==> src/rcc_pkg.sv <==
// Purpose: Shared constants for the reset cause status block
// Assumes: 32-bit AXI4-Lite register access, one aligned word per register
// Notes:   Offsets are byte addresses; masks are built from bit positions
package rcc_pkg;

    // Bus geometry
    localparam int unsigned RCC_DATA_W = 32;
    localparam int unsigned RCC_STRB_W = RCC_DATA_W / 8;
    localparam int unsigned RCC_ADDR_W = 12;

    // Register byte offsets
    localparam logic [RCC_ADDR_W-1:0] RCC_OFS_CONTROL = 12'h000;
    localparam logic [RCC_ADDR_W-1:0] RCC_OFS_IRQ_STATUS = 12'h004;
    localparam logic [RCC_ADDR_W-1:0] RCC_OFS_IRQ_CLEAR = 12'h008;
    localparam logic [RCC_ADDR_W-1:0] RCC_OFS_IRQ_ENABLE = 12'h00c;

    // Field positions in reset_cause_control
    localparam int unsigned RCC_BIT_OVERVOLTAGE = 29;
    localparam int unsigned RCC_BIT_CONFIG_MISMATCH = 9;
    localparam int unsigned RCC_BIT_KEEP_ON = 8;
    localparam int unsigned RCC_BIT_PIN_RESET = 7;
    localparam int unsigned RCC_BIT_SOFT_RESET = 6;
    localparam int unsigned RCC_BIT_WATCHDOG = 4;
    localparam int unsigned RCC_BIT_SLEEP_WAKE = 3;
    localparam int unsigned RCC_BIT_IDLE_WAKE = 2;
    localparam int unsigned RCC_BIT_BROWNOUT = 1;
    localparam int unsigned RCC_BIT_POWER_ON = 0;

    // Hardware-set flags only
    localparam logic [RCC_DATA_W-1:0] RCC_FLAG_MASK =
        (32'h1 << RCC_BIT_OVERVOLTAGE) | (32'h1 << RCC_BIT_CONFIG_MISMATCH) |
        (32'h1 << RCC_BIT_PIN_RESET) | (32'h1 << RCC_BIT_SOFT_RESET) |
        (32'h1 << RCC_BIT_WATCHDOG) | (32'h1 << RCC_BIT_SLEEP_WAKE) |
        (32'h1 << RCC_BIT_IDLE_WAKE) | (32'h1 << RCC_BIT_BROWNOUT) |
        (32'h1 << RCC_BIT_POWER_ON);

    // All implemented control bits
    localparam logic [RCC_DATA_W-1:0] RCC_IMPL_MASK =
        RCC_FLAG_MASK | (32'h1 << RCC_BIT_KEEP_ON);

    // Values after power-on reset
    localparam logic [RCC_DATA_W-1:0] RCC_CONTROL_RESET =
        (32'h1 << RCC_BIT_BROWNOUT) | (32'h1 << RCC_BIT_POWER_ON);
    localparam logic [RCC_DATA_W-1:0] RCC_IRQ_STATUS_RESET = 32'h0000_0000;
    localparam logic [RCC_DATA_W-1:0] RCC_IRQ_ENABLE_RESET = 32'h0000_0000;
    localparam logic RCC_REG_EN_RESET = 1'b1;

    // AXI response codes
    localparam logic [1:0] RCC_RESP_OKAY = 2'h0;
    localparam logic [1:0] RCC_RESP_SLVERR = 2'h2;

endpackage

==> src/rcc_regbus_if.sv <==
// Purpose: Register access strobes between bus slave and register file
// Assumes: Single clock domain, combinational decode on the register side
// Notes:   rd_data and ok flags answer in the same cycle as the address
`timescale 1ns/1ps
interface rcc_regbus_if;
    logic wr_en;
    logic [rcc_pkg::RCC_ADDR_W-1:0] wr_addr;
    logic [rcc_pkg::RCC_DATA_W-1:0] wr_data;
    logic [rcc_pkg::RCC_STRB_W-1:0] wr_strb;
    logic wr_ok;
    logic rd_en;
    logic [rcc_pkg::RCC_ADDR_W-1:0] rd_addr;
    logic [rcc_pkg::RCC_DATA_W-1:0] rd_data;
    logic rd_ok;

    modport bus (output wr_en, wr_addr, wr_data, wr_strb, rd_en, rd_addr,
        input wr_ok, rd_data, rd_ok);
    modport regs (input wr_en, wr_addr, wr_data, wr_strb, rd_en, rd_addr,
        output wr_ok, rd_data, rd_ok);
endinterface

==> src/rcc_axil_slave.sv <==
// Purpose: AXI4-Lite slave turning handshakes into register strobes
// Assumes: One write and one read outstanding at most
// Notes:   Address and data are taken in either order; all AXI outputs are flops
`timescale 1ns/1ps
module rcc_axil_slave (
    // Clock and reset
    input wire logic i_sys_clk,
    input wire logic i_srst,
    // Write address and data
    input wire logic i_awvalid,
    output logic o_awready,
    input wire logic [rcc_pkg::RCC_ADDR_W-1:0] i_awaddr,
    input wire logic i_wvalid,
    output logic o_wready,
    input wire logic [rcc_pkg::RCC_DATA_W-1:0] i_wdata,
    input wire logic [rcc_pkg::RCC_STRB_W-1:0] i_wstrb,
    // Write response
    output logic o_bvalid,
    input wire logic i_bready,
    output logic [1:0] o_bresp,
    // Read address and data
    input wire logic i_arvalid,
    output logic o_arready,
    input wire logic [rcc_pkg::RCC_ADDR_W-1:0] i_araddr,
    output logic o_rvalid,
    input wire logic i_rready,
    output logic [rcc_pkg::RCC_DATA_W-1:0] o_rdata,
    output logic [1:0] o_rresp,
    // Register side
    rcc_regbus_if.bus regbus
);
    typedef struct packed {
        logic aw_held;
        logic [rcc_pkg::RCC_ADDR_W-1:0] aw_addr;
        logic w_held;
        logic [rcc_pkg::RCC_DATA_W-1:0] w_data;
        logic [rcc_pkg::RCC_STRB_W-1:0] w_strb;
        logic awready;
        logic wready;
        logic bvalid;
        logic [1:0] bresp;
        logic arready;
        logic rvalid;
        logic [rcc_pkg::RCC_DATA_W-1:0] rdata;
        logic [1:0] rresp;
    } rcc_axil_state_t;

    rcc_axil_state_t state_r;
    rcc_axil_state_t state_nxt;

    // Write fires once both halves are held and no response is pending
    assign regbus.wr_en = state_r.aw_held & state_r.w_held & ~state_r.bvalid;
    assign regbus.wr_addr = state_r.aw_addr;
    assign regbus.wr_data = state_r.w_data;
    assign regbus.wr_strb = state_r.w_strb;
    // Read looks up the live address in the accepting cycle
    assign regbus.rd_en = state_r.arready & i_arvalid;
    assign regbus.rd_addr = i_araddr;

    // Handshake sequencing
    always_comb begin
        state_nxt = state_r;
        if (state_r.bvalid && i_bready) begin
            state_nxt.bvalid = 1'b0;
        end
        if (state_r.rvalid && i_rready) begin
            state_nxt.rvalid = 1'b0;
        end
        if (state_r.awready && i_awvalid) begin
            state_nxt.aw_held = 1'b1;
            state_nxt.aw_addr = i_awaddr;
        end
        if (state_r.wready && i_wvalid) begin
            state_nxt.w_held = 1'b1;
            state_nxt.w_data = i_wdata;
            state_nxt.w_strb = i_wstrb;
        end
        if (regbus.wr_en) begin
            state_nxt.aw_held = 1'b0;
            state_nxt.w_held = 1'b0;
            state_nxt.bvalid = 1'b1;
            state_nxt.bresp = regbus.wr_ok ? rcc_pkg::RCC_RESP_OKAY : rcc_pkg::RCC_RESP_SLVERR;
        end
        if (regbus.rd_en) begin
            state_nxt.rvalid = 1'b1;
            state_nxt.rdata = regbus.rd_data;
            state_nxt.rresp = regbus.rd_ok ? rcc_pkg::RCC_RESP_OKAY : rcc_pkg::RCC_RESP_SLVERR;
        end
        // Readies are registered so no AXI output is combinational
        state_nxt.awready = ~state_nxt.aw_held & ~state_nxt.bvalid;
        state_nxt.wready = ~state_nxt.w_held & ~state_nxt.bvalid;
        state_nxt.arready = ~state_nxt.rvalid;
    end

    // State register
    always_ff @(posedge i_sys_clk) begin
        if (i_srst) begin
            state_r <= '0;
        end else begin
            state_r <= state_nxt;
        end
    end

    assign o_awready = state_r.awready;
    assign o_wready = state_r.wready;
    assign o_bvalid = state_r.bvalid;
    assign o_bresp = state_r.bresp;
    assign o_arready = state_r.arready;
    assign o_rvalid = state_r.rvalid;
    assign o_rdata = state_r.rdata;
    assign o_rresp = state_r.rresp;
endmodule

==> src/rcc_top.sv <==
// Purpose: Reset cause flags, regulator sleep control and cause interrupt
// Assumes: i_srst is the power-on reset; event pulses are on i_sys_clk
// Notes:   Later resets of the chip arrive as events, not as i_srst
//
// Summary of operation
// - Overvoltage reset event sets flag bit 29.
// - Configuration mismatch reset event sets flag bit 9.
// - Bit 8 read/write, resets zero; 1 keeps regulator on in sleep.
// - Master clear pin reset sets flag bit 7.
// - Software reset sets flag bit 6.
// - Watchdog time-out sets flag bit 4.
// - Wake from sleep sets flag bit 3.
// - Wake from idle sets flag bit 2.
// - Brown-out sets flag bit 1; reads 1 after power-on reset.
// - Power-on reset sets flag bit 0; reads 1 after power-on.
// - Bits 31-30, 28-10 and 5 read zero and ignore writes.
// - Software may read and overwrite every flag.
`timescale 1ns/1ps
module rcc_top #(
    parameter int unsigned ADDR_W = rcc_pkg::RCC_ADDR_W
) (
    // Clock and power-on reset
    input wire logic i_sys_clk,
    input wire logic i_srst,
    // Reset and wake events, one-cycle pulses
    input wire logic i_overvoltage_evt,
    input wire logic i_config_mismatch_evt,
    input wire logic i_pin_reset_evt,
    input wire logic i_soft_reset_evt,
    input wire logic i_watchdog_evt,
    input wire logic i_sleep_wake_evt,
    input wire logic i_idle_wake_evt,
    input wire logic i_brownout_evt,
    // Power state from the power manager
    input wire logic i_sleep_mode,
    // Regulator control and interrupt
    output logic o_regulator_sleep_keep_on,
    output logic o_regulator_en,
    output logic o_irq,
    // AXI4-Lite write channels
    input wire logic i_awvalid,
    output logic o_awready,
    input wire logic [ADDR_W-1:0] i_awaddr,
    input wire logic i_wvalid,
    output logic o_wready,
    input wire logic [rcc_pkg::RCC_DATA_W-1:0] i_wdata,
    input wire logic [rcc_pkg::RCC_STRB_W-1:0] i_wstrb,
    output logic o_bvalid,
    input wire logic i_bready,
    output logic [1:0] o_bresp,
    // AXI4-Lite read channels
    input wire logic i_arvalid,
    output logic o_arready,
    input wire logic [ADDR_W-1:0] i_araddr,
    output logic o_rvalid,
    input wire logic i_rready,
    output logic [rcc_pkg::RCC_DATA_W-1:0] o_rdata,
    output logic [1:0] o_rresp
);
    // The decode is fixed to the package address width
    if (ADDR_W != rcc_pkg::RCC_ADDR_W) begin : g_bad_addr_w
        $error("rcc_top: ADDR_W must equal the package address width");
    end

    typedef struct packed {
        logic [rcc_pkg::RCC_DATA_W-1:0] control;
        logic [rcc_pkg::RCC_DATA_W-1:0] irq_status;
        logic [rcc_pkg::RCC_DATA_W-1:0] irq_enable;
        logic regulator_en;
        logic irq;
    } rcc_state_t;

    rcc_state_t state_r;
    rcc_state_t state_nxt;
    logic [rcc_pkg::RCC_DATA_W-1:0] hw_set;
    logic [rcc_pkg::RCC_DATA_W-1:0] byte_mask;
    logic [rcc_pkg::RCC_DATA_W-1:0] ctrl_wmask;
    logic [rcc_pkg::RCC_DATA_W-1:0] clr_mask;
    logic [rcc_pkg::RCC_DATA_W-1:0] en_wmask;

    rcc_regbus_if regbus ();

    // Bus slave
    rcc_axil_slave u_slave (
        .i_sys_clk(i_sys_clk),
        .i_srst(i_srst),
        .i_awvalid(i_awvalid),
        .o_awready(o_awready),
        .i_awaddr(i_awaddr),
        .i_wvalid(i_wvalid),
        .o_wready(o_wready),
        .i_wdata(i_wdata),
        .i_wstrb(i_wstrb),
        .o_bvalid(o_bvalid),
        .i_bready(i_bready),
        .o_bresp(o_bresp),
        .i_arvalid(i_arvalid),
        .o_arready(o_arready),
        .i_araddr(i_araddr),
        .o_rvalid(o_rvalid),
        .i_rready(i_rready),
        .o_rdata(o_rdata),
        .o_rresp(o_rresp),
        .regbus(regbus.bus)
    );

    // Gather event pulses into the flag layout
    always_comb begin
        hw_set = '0;
        hw_set[rcc_pkg::RCC_BIT_OVERVOLTAGE] = i_overvoltage_evt;
        hw_set[rcc_pkg::RCC_BIT_CONFIG_MISMATCH] = i_config_mismatch_evt;
        hw_set[rcc_pkg::RCC_BIT_PIN_RESET] = i_pin_reset_evt;
        hw_set[rcc_pkg::RCC_BIT_SOFT_RESET] = i_soft_reset_evt;
        hw_set[rcc_pkg::RCC_BIT_WATCHDOG] = i_watchdog_evt;
        hw_set[rcc_pkg::RCC_BIT_SLEEP_WAKE] = i_sleep_wake_evt;
        hw_set[rcc_pkg::RCC_BIT_IDLE_WAKE] = i_idle_wake_evt;
        hw_set[rcc_pkg::RCC_BIT_BROWNOUT] = i_brownout_evt;
    end

    // Expand byte strobes to a bit mask
    always_comb begin
        for (int i = 0; i < rcc_pkg::RCC_STRB_W; i++) begin
            byte_mask[i*8 +: 8] = {8{regbus.wr_strb[i]}};
        end
    end

    // Per-register write masks; unimplemented bits never take data
    always_comb begin
        ctrl_wmask = '0;
        clr_mask = '0;
        en_wmask = '0;
        if (regbus.wr_en) begin
            case (regbus.wr_addr)
                rcc_pkg::RCC_OFS_CONTROL: begin
                    ctrl_wmask = byte_mask & rcc_pkg::RCC_IMPL_MASK;
                end
                rcc_pkg::RCC_OFS_IRQ_CLEAR: begin
                    clr_mask = byte_mask & regbus.wr_data & rcc_pkg::RCC_FLAG_MASK;
                end
                rcc_pkg::RCC_OFS_IRQ_ENABLE: begin
                    en_wmask = byte_mask & rcc_pkg::RCC_FLAG_MASK;
                end
                default: begin
                    ctrl_wmask = '0;
                end
            endcase
        end
    end

    // Write decode answer
    always_comb begin
        case (regbus.wr_addr)
            rcc_pkg::RCC_OFS_CONTROL,
            rcc_pkg::RCC_OFS_IRQ_STATUS,
            rcc_pkg::RCC_OFS_IRQ_CLEAR,
            rcc_pkg::RCC_OFS_IRQ_ENABLE: begin
                regbus.wr_ok = 1'b1;
            end
            default: begin
                regbus.wr_ok = 1'b0;
            end
        endcase
    end

    // Read mux; the clear register reads zero
    always_comb begin
        regbus.rd_data = '0;
        regbus.rd_ok = 1'b1;
        case (regbus.rd_addr)
            rcc_pkg::RCC_OFS_CONTROL: begin
                regbus.rd_data = state_r.control & rcc_pkg::RCC_IMPL_MASK;
            end
            rcc_pkg::RCC_OFS_IRQ_STATUS: begin
                regbus.rd_data = state_r.irq_status;
            end
            rcc_pkg::RCC_OFS_IRQ_CLEAR: begin
                regbus.rd_data = '0;
            end
            rcc_pkg::RCC_OFS_IRQ_ENABLE: begin
                regbus.rd_data = state_r.irq_enable;
            end
            default: begin
                regbus.rd_ok = 1'b0;
            end
        endcase
    end

    // Next state of flags, interrupt and regulator
    always_comb begin
        state_nxt = state_r;
        state_nxt.control = (state_r.control & ~ctrl_wmask) | (regbus.wr_data & ctrl_wmask);
        state_nxt.control = state_nxt.control | hw_set;
        // Status write-one-to-clear, set wins the same cycle
        state_nxt.irq_status = (state_r.irq_status & ~clr_mask) | hw_set;
        state_nxt.irq_enable = (state_r.irq_enable & ~en_wmask) | (regbus.wr_data & en_wmask);
        state_nxt.irq = |(state_nxt.irq_status & state_nxt.irq_enable);
        state_nxt.regulator_en = ~i_sleep_mode | state_nxt.control[rcc_pkg::RCC_BIT_KEEP_ON];
    end

    // State register; only power-on reset reinitialises the flags
    always_ff @(posedge i_sys_clk) begin
        if (i_srst) begin
            state_r.control <= rcc_pkg::RCC_CONTROL_RESET;
            state_r.irq_status <= rcc_pkg::RCC_IRQ_STATUS_RESET;
            state_r.irq_enable <= rcc_pkg::RCC_IRQ_ENABLE_RESET;
            state_r.regulator_en <= rcc_pkg::RCC_REG_EN_RESET;
            state_r.irq <= 1'b0;
        end else begin
            state_r <= state_nxt;
        end
    end

    assign o_regulator_sleep_keep_on = state_r.control[rcc_pkg::RCC_BIT_KEEP_ON];
    assign o_regulator_en = state_r.regulator_en;
    assign o_irq = state_r.irq;
endmodule

==> config.mk <==
export PLATFORM = sky130hd
export DESIGN_NAME = rcc_top
export DESIGN_NICKNAME = d
export VERILOG_FILES = /design/src/rcc_pkg.sv /design/src/rcc_regbus_if.sv /design/src/rcc_axil_slave.sv /design/src/rcc_top.sv
export SDC_FILE = /design/constraint.sdc
export NUM_CORES = 1
export LEC_CHECK = 0
export BUFFER_PORTS_ARGS = -buffer_cell sky130_fd_sc_hd__buf_2
export CORE_MARGIN = 1.5
export CORE_UTILIZATION = 30
export CTS_BUF_LIST = sky130_fd_sc_hd__clkbuf_8
export DETAILED_ROUTE_END_ITERATION = 10
export GPL_TIMING_DRIVEN = 0
export PLACE_DENSITY_LB_ADDON = 0.08
export SYNTH_ARGS = -nofsm -noshare
export SYNTH_HDL_FRONTEND = slang
export SYNTH_SLANG_ARGS = --single-unit
==> constraint.sdc <==
create_clock -name i_sys_clk -period 1.8 [get_ports i_sys_clk]
set_input_delay 0.18 -clock i_sys_clk [delete_from_list [all_inputs] [get_ports i_sys_clk]]
set_output_delay 0.18 -clock i_sys_clk [all_outputs]
set_load 0.05 [all_outputs]
==> impl_metrics.yaml <==
clock_tree:
  cts_tree: "done"
  clock-root-buffer: "clkbuf_8"
  clockBufferDepth: 2
  worstSkewPairLatency_ps: 350
  numCtsBuffers: 9
  clk_pin_slew_worst_paths_ps: 80
  hold_buffers: 0
  numClockSinks: 74
  htreeDepth: 3
critical_path:
  required_ps: 1990
  critical_path_arrival_ps: 2120
  path_class: "reg2reg"
  crit_path_max_fanout: 5
  worst_setup_path_start_kind: "flip-flop"
  cp-end-kind: "flip-flop"
  r2r_slack_ps: -120
pwr:
  power_frac_comb_pct: 14.7
  pwr-share-seq_pct: 49.6
  vdd_drop_max_uv: 402.7
  pwr-share-clk_pct: 35.6
  powerDensity_nw_per_um2: 848.7
  p_leak_uw: 0.001924
  power.total_uw: 3543
  p_int_uw: 2542
  sw_frac_of_total_pct: 28.26
  power_switching_uw: 1001
finish:
  area_growth_pct: 28.99
  fin_nets: 566
  n_antenna_cell: 0
  final_common_cell: "buf_2"
  drive_gt1_share_pct: 30.97
  layout_common_cells: "buf_2, dfxtp_1, nand2_1, nor2_1, buf_4"
  post-route-util_pct: 40.08
  final_area_um2: 4175
drt:
  drt_iter0_markers: 106
  wl_met2_um: 3946
  drtAntennaViolNets: 0
  routed.top_layer: "met4"
  drc: 0
  wl_met3_um: 539
  vias_per_cell: 4.592
  wl_met1_um: 4096
  vias: 2893
  first_pass_iters: 4
  drt-wirelength-per-cell_um: 13.79
  routed_wl_um: 8686
placed_design:
  place_hpwl_um: 6263
  io_buffers: 71
  pre_cts_slack_ps: -285.0
  gp_congestion: 0.7788
  dpl_cell_area_um2: 3851
timing:
  fin_skew_ps: 12.01
  hold_violations: 0
  drv_slew: 0
  setup_violations: 8
  rsz0062_at_grt: "true"
  fin_crit_sh_pct: 106.9
  worst-slew-pin-transition_ps: 619.6
  layout_setup_ws_ps: -124.9
  relSlewSlack_pct: 58.69
  period_minus_slack_ps: 1925
  fin_setup_tns_ps: -325.7
  fmax_ghz: 0.5195
hold_path:
  hp-class: "in2reg"
global_route:
  grt_remaining_overflow: 0
  grt_max_degree: 12
  grt_pass1_vias: 2775
  track_usage_pct: 16.13
  grt_antenna_before_repair: 0
  grt_pass1_wl_um: 14030
yosys:
  synth_cell_types: 39
  synthCells: 380
  synth_area_um2: 3237
  syn_area_per_cell_um2: 8.518
  ys_seq_area_share_pct: 45.77
  ys_ff_latch: 74
  yosysWarnings: 0
floorplan:
  die_x_um: 106.9
  ios: 120
  core_um2: 10420
  fp-row-count: 37
  start_util_pct: 31.08
  die_h_um: 106.9
  die_area_um2: 11420
run_status:
  status: "complete, but fails checks"
  violations: "setup timing"
job:
  maxCapViolCount: 0
## registers in the layout, indices dropped and copies added (netlist names), 2 cells and up, named ones only
register / cells
state_r: 26
u_slave.regbus.wr_data: 10
u_slave.o_rdata: 10
u_slave.regbus.wr_strb: 3
u_slave.regbus.wr_addr: 12
u_slave.state_r: 2
## routing by layer
| layer | GRT usage, % | up-vias |
|---|---|---|
| met5 | 0 | - |
| met4 | 5.714 | 0 |
| met3 | 3.708 | 10 |
| met2 | 26.24 | 100 |
| met1 | 20.91 | 1325 |
| li1 | - | 1458 |
## Yosys cell counts
library cell | n | area [µm²]
conb_1 | 1 | 3.750
and3b_1 | 1 | 8.760
buf_4 | 37 | 277.8
and2_0 | 1 | 6.260
nor2b_1 | 2 | 12.51
nand2_1 | 66 | 247.7
and2_1 | 2 | 12.51
nor4b_1 | 1 | 8.760
nand2b_1 | 2 | 12.51
and3_1 | 1 | 6.260
buf_2 | 2 | 10.01
a41oi_2 | 1 | 16.27
and4b_1 | 1 | 10.01
nor4_1 | 4 | 25.02
nand3b_1 | 1 | 7.510
a211o_1 | 1 | 8.760
nor3b_2 | 1 | 12.51
o21ai_0 | 10 | 50.05
a32oi_1 | 1 | 8.760
a21boi_1 | 1 | 7.510
nor4_4 | 2 | 42.54
a22oi_1 | 9 | 67.56
o22a_1 | 3 | 26.28
nor3_1 | 5 | 25.02
nand2_2 | 1 | 6.260
dfxtp_1 | 74 | 1481
or2_2 | 1 | 6.260
inv_1 | 9 | 33.78
nand4_1 | 10 | 62.56
clkbuf_1 | 15 | 56.30
o22ai_1 | 1 | 6.260
mux2i_1 | 26 | 260.3
and4bb_2 | 1 | 12.51
nor2_1 | 40 | 150.1
o221a_1 | 1 | 11.26
and4_1 | 1 | 8.760
nand4_2 | 1 | 12.51
buf_1 | 1 | 3.750
a21oi_1 | 42 | 210.2
## power by group through the flow
| stage | combinational, µW | clock, µW | sequential [µW] |
|---|---|---|---|
| floorplan | 332 | 0 | 1810 |
| global placement | 497 | 0 | 1790 |
| detailed placement | 500 | 0 | 1790 |
| CTS | 531 | 1300 | 1760 |
| global route | 568 | 1380 | 1770 |
| finish | 522 | 1260 | 1760 |
## per-stage QoR
step | hold slack, ps | std cells
3_5_place_dp | 380.3 | 610
3_3_place_gp | 385.7 | 610
5_1_grt | 30.33 | 630
6_report | 18.55 | 630
4_1_cts | 4.035 | 632
2_1_floorplan | 267.1 | 403
## worst paths after layout
| path | start | cells after the start | end |
|---|---|---|---|
| worst max-delay path | u_slave.regbus.wr_addr[11] | 7 | o_irq |
| worst max register to register | u_slave.regbus.wr_addr[11] | 7 | o_irq |
| worst min register to register | u_slave.regbus.wr_data[0] | 2 | u_slave.regbus.wr_data[0] |
| worst min-delay path | i_sleep_mode | 2 | o_regulator_en |
## cell type report
cell class,instances,area [µm²]
plain buffers,55,354.1
clock buffers,10,137.6
clock inverters,5,48.80
fillers,1131,6241
inverters,9,33.78
multi-input cells,265,1535
flip-flops and latches,74,1486
well taps,136,170.2
repair buffers,76,409.1
## what timing repair did
item	4_1_cts	5_1_grt
setup endpoints to repair	11	22
pin swaps	18	5
gates cloned	1	0
gates resized for setup	25	2
setup buffers	6	0
## critical path, stage by stage (launching register included)
cell and delay [ps]:
dfxtp_2 340, nor4_4 320, and4_4 300, buf_6 130, nand4_1 120, mux2i_1 240, o22a_1 200, a41oi_2 110
## logic make-up (layout without fill, tap and decap cells)
kind of cell,after synthesis,count (layout),share of synthesized area [%]
mux,26,26,8.040
buf+inv,64,155,11.79
other cells,1,24,0.1159
flops,74,74,45.77
simple gates,145,145,21.53
compound gates,70,70,12.76
No activity file was read; power rests on OpenSTA's default activity.
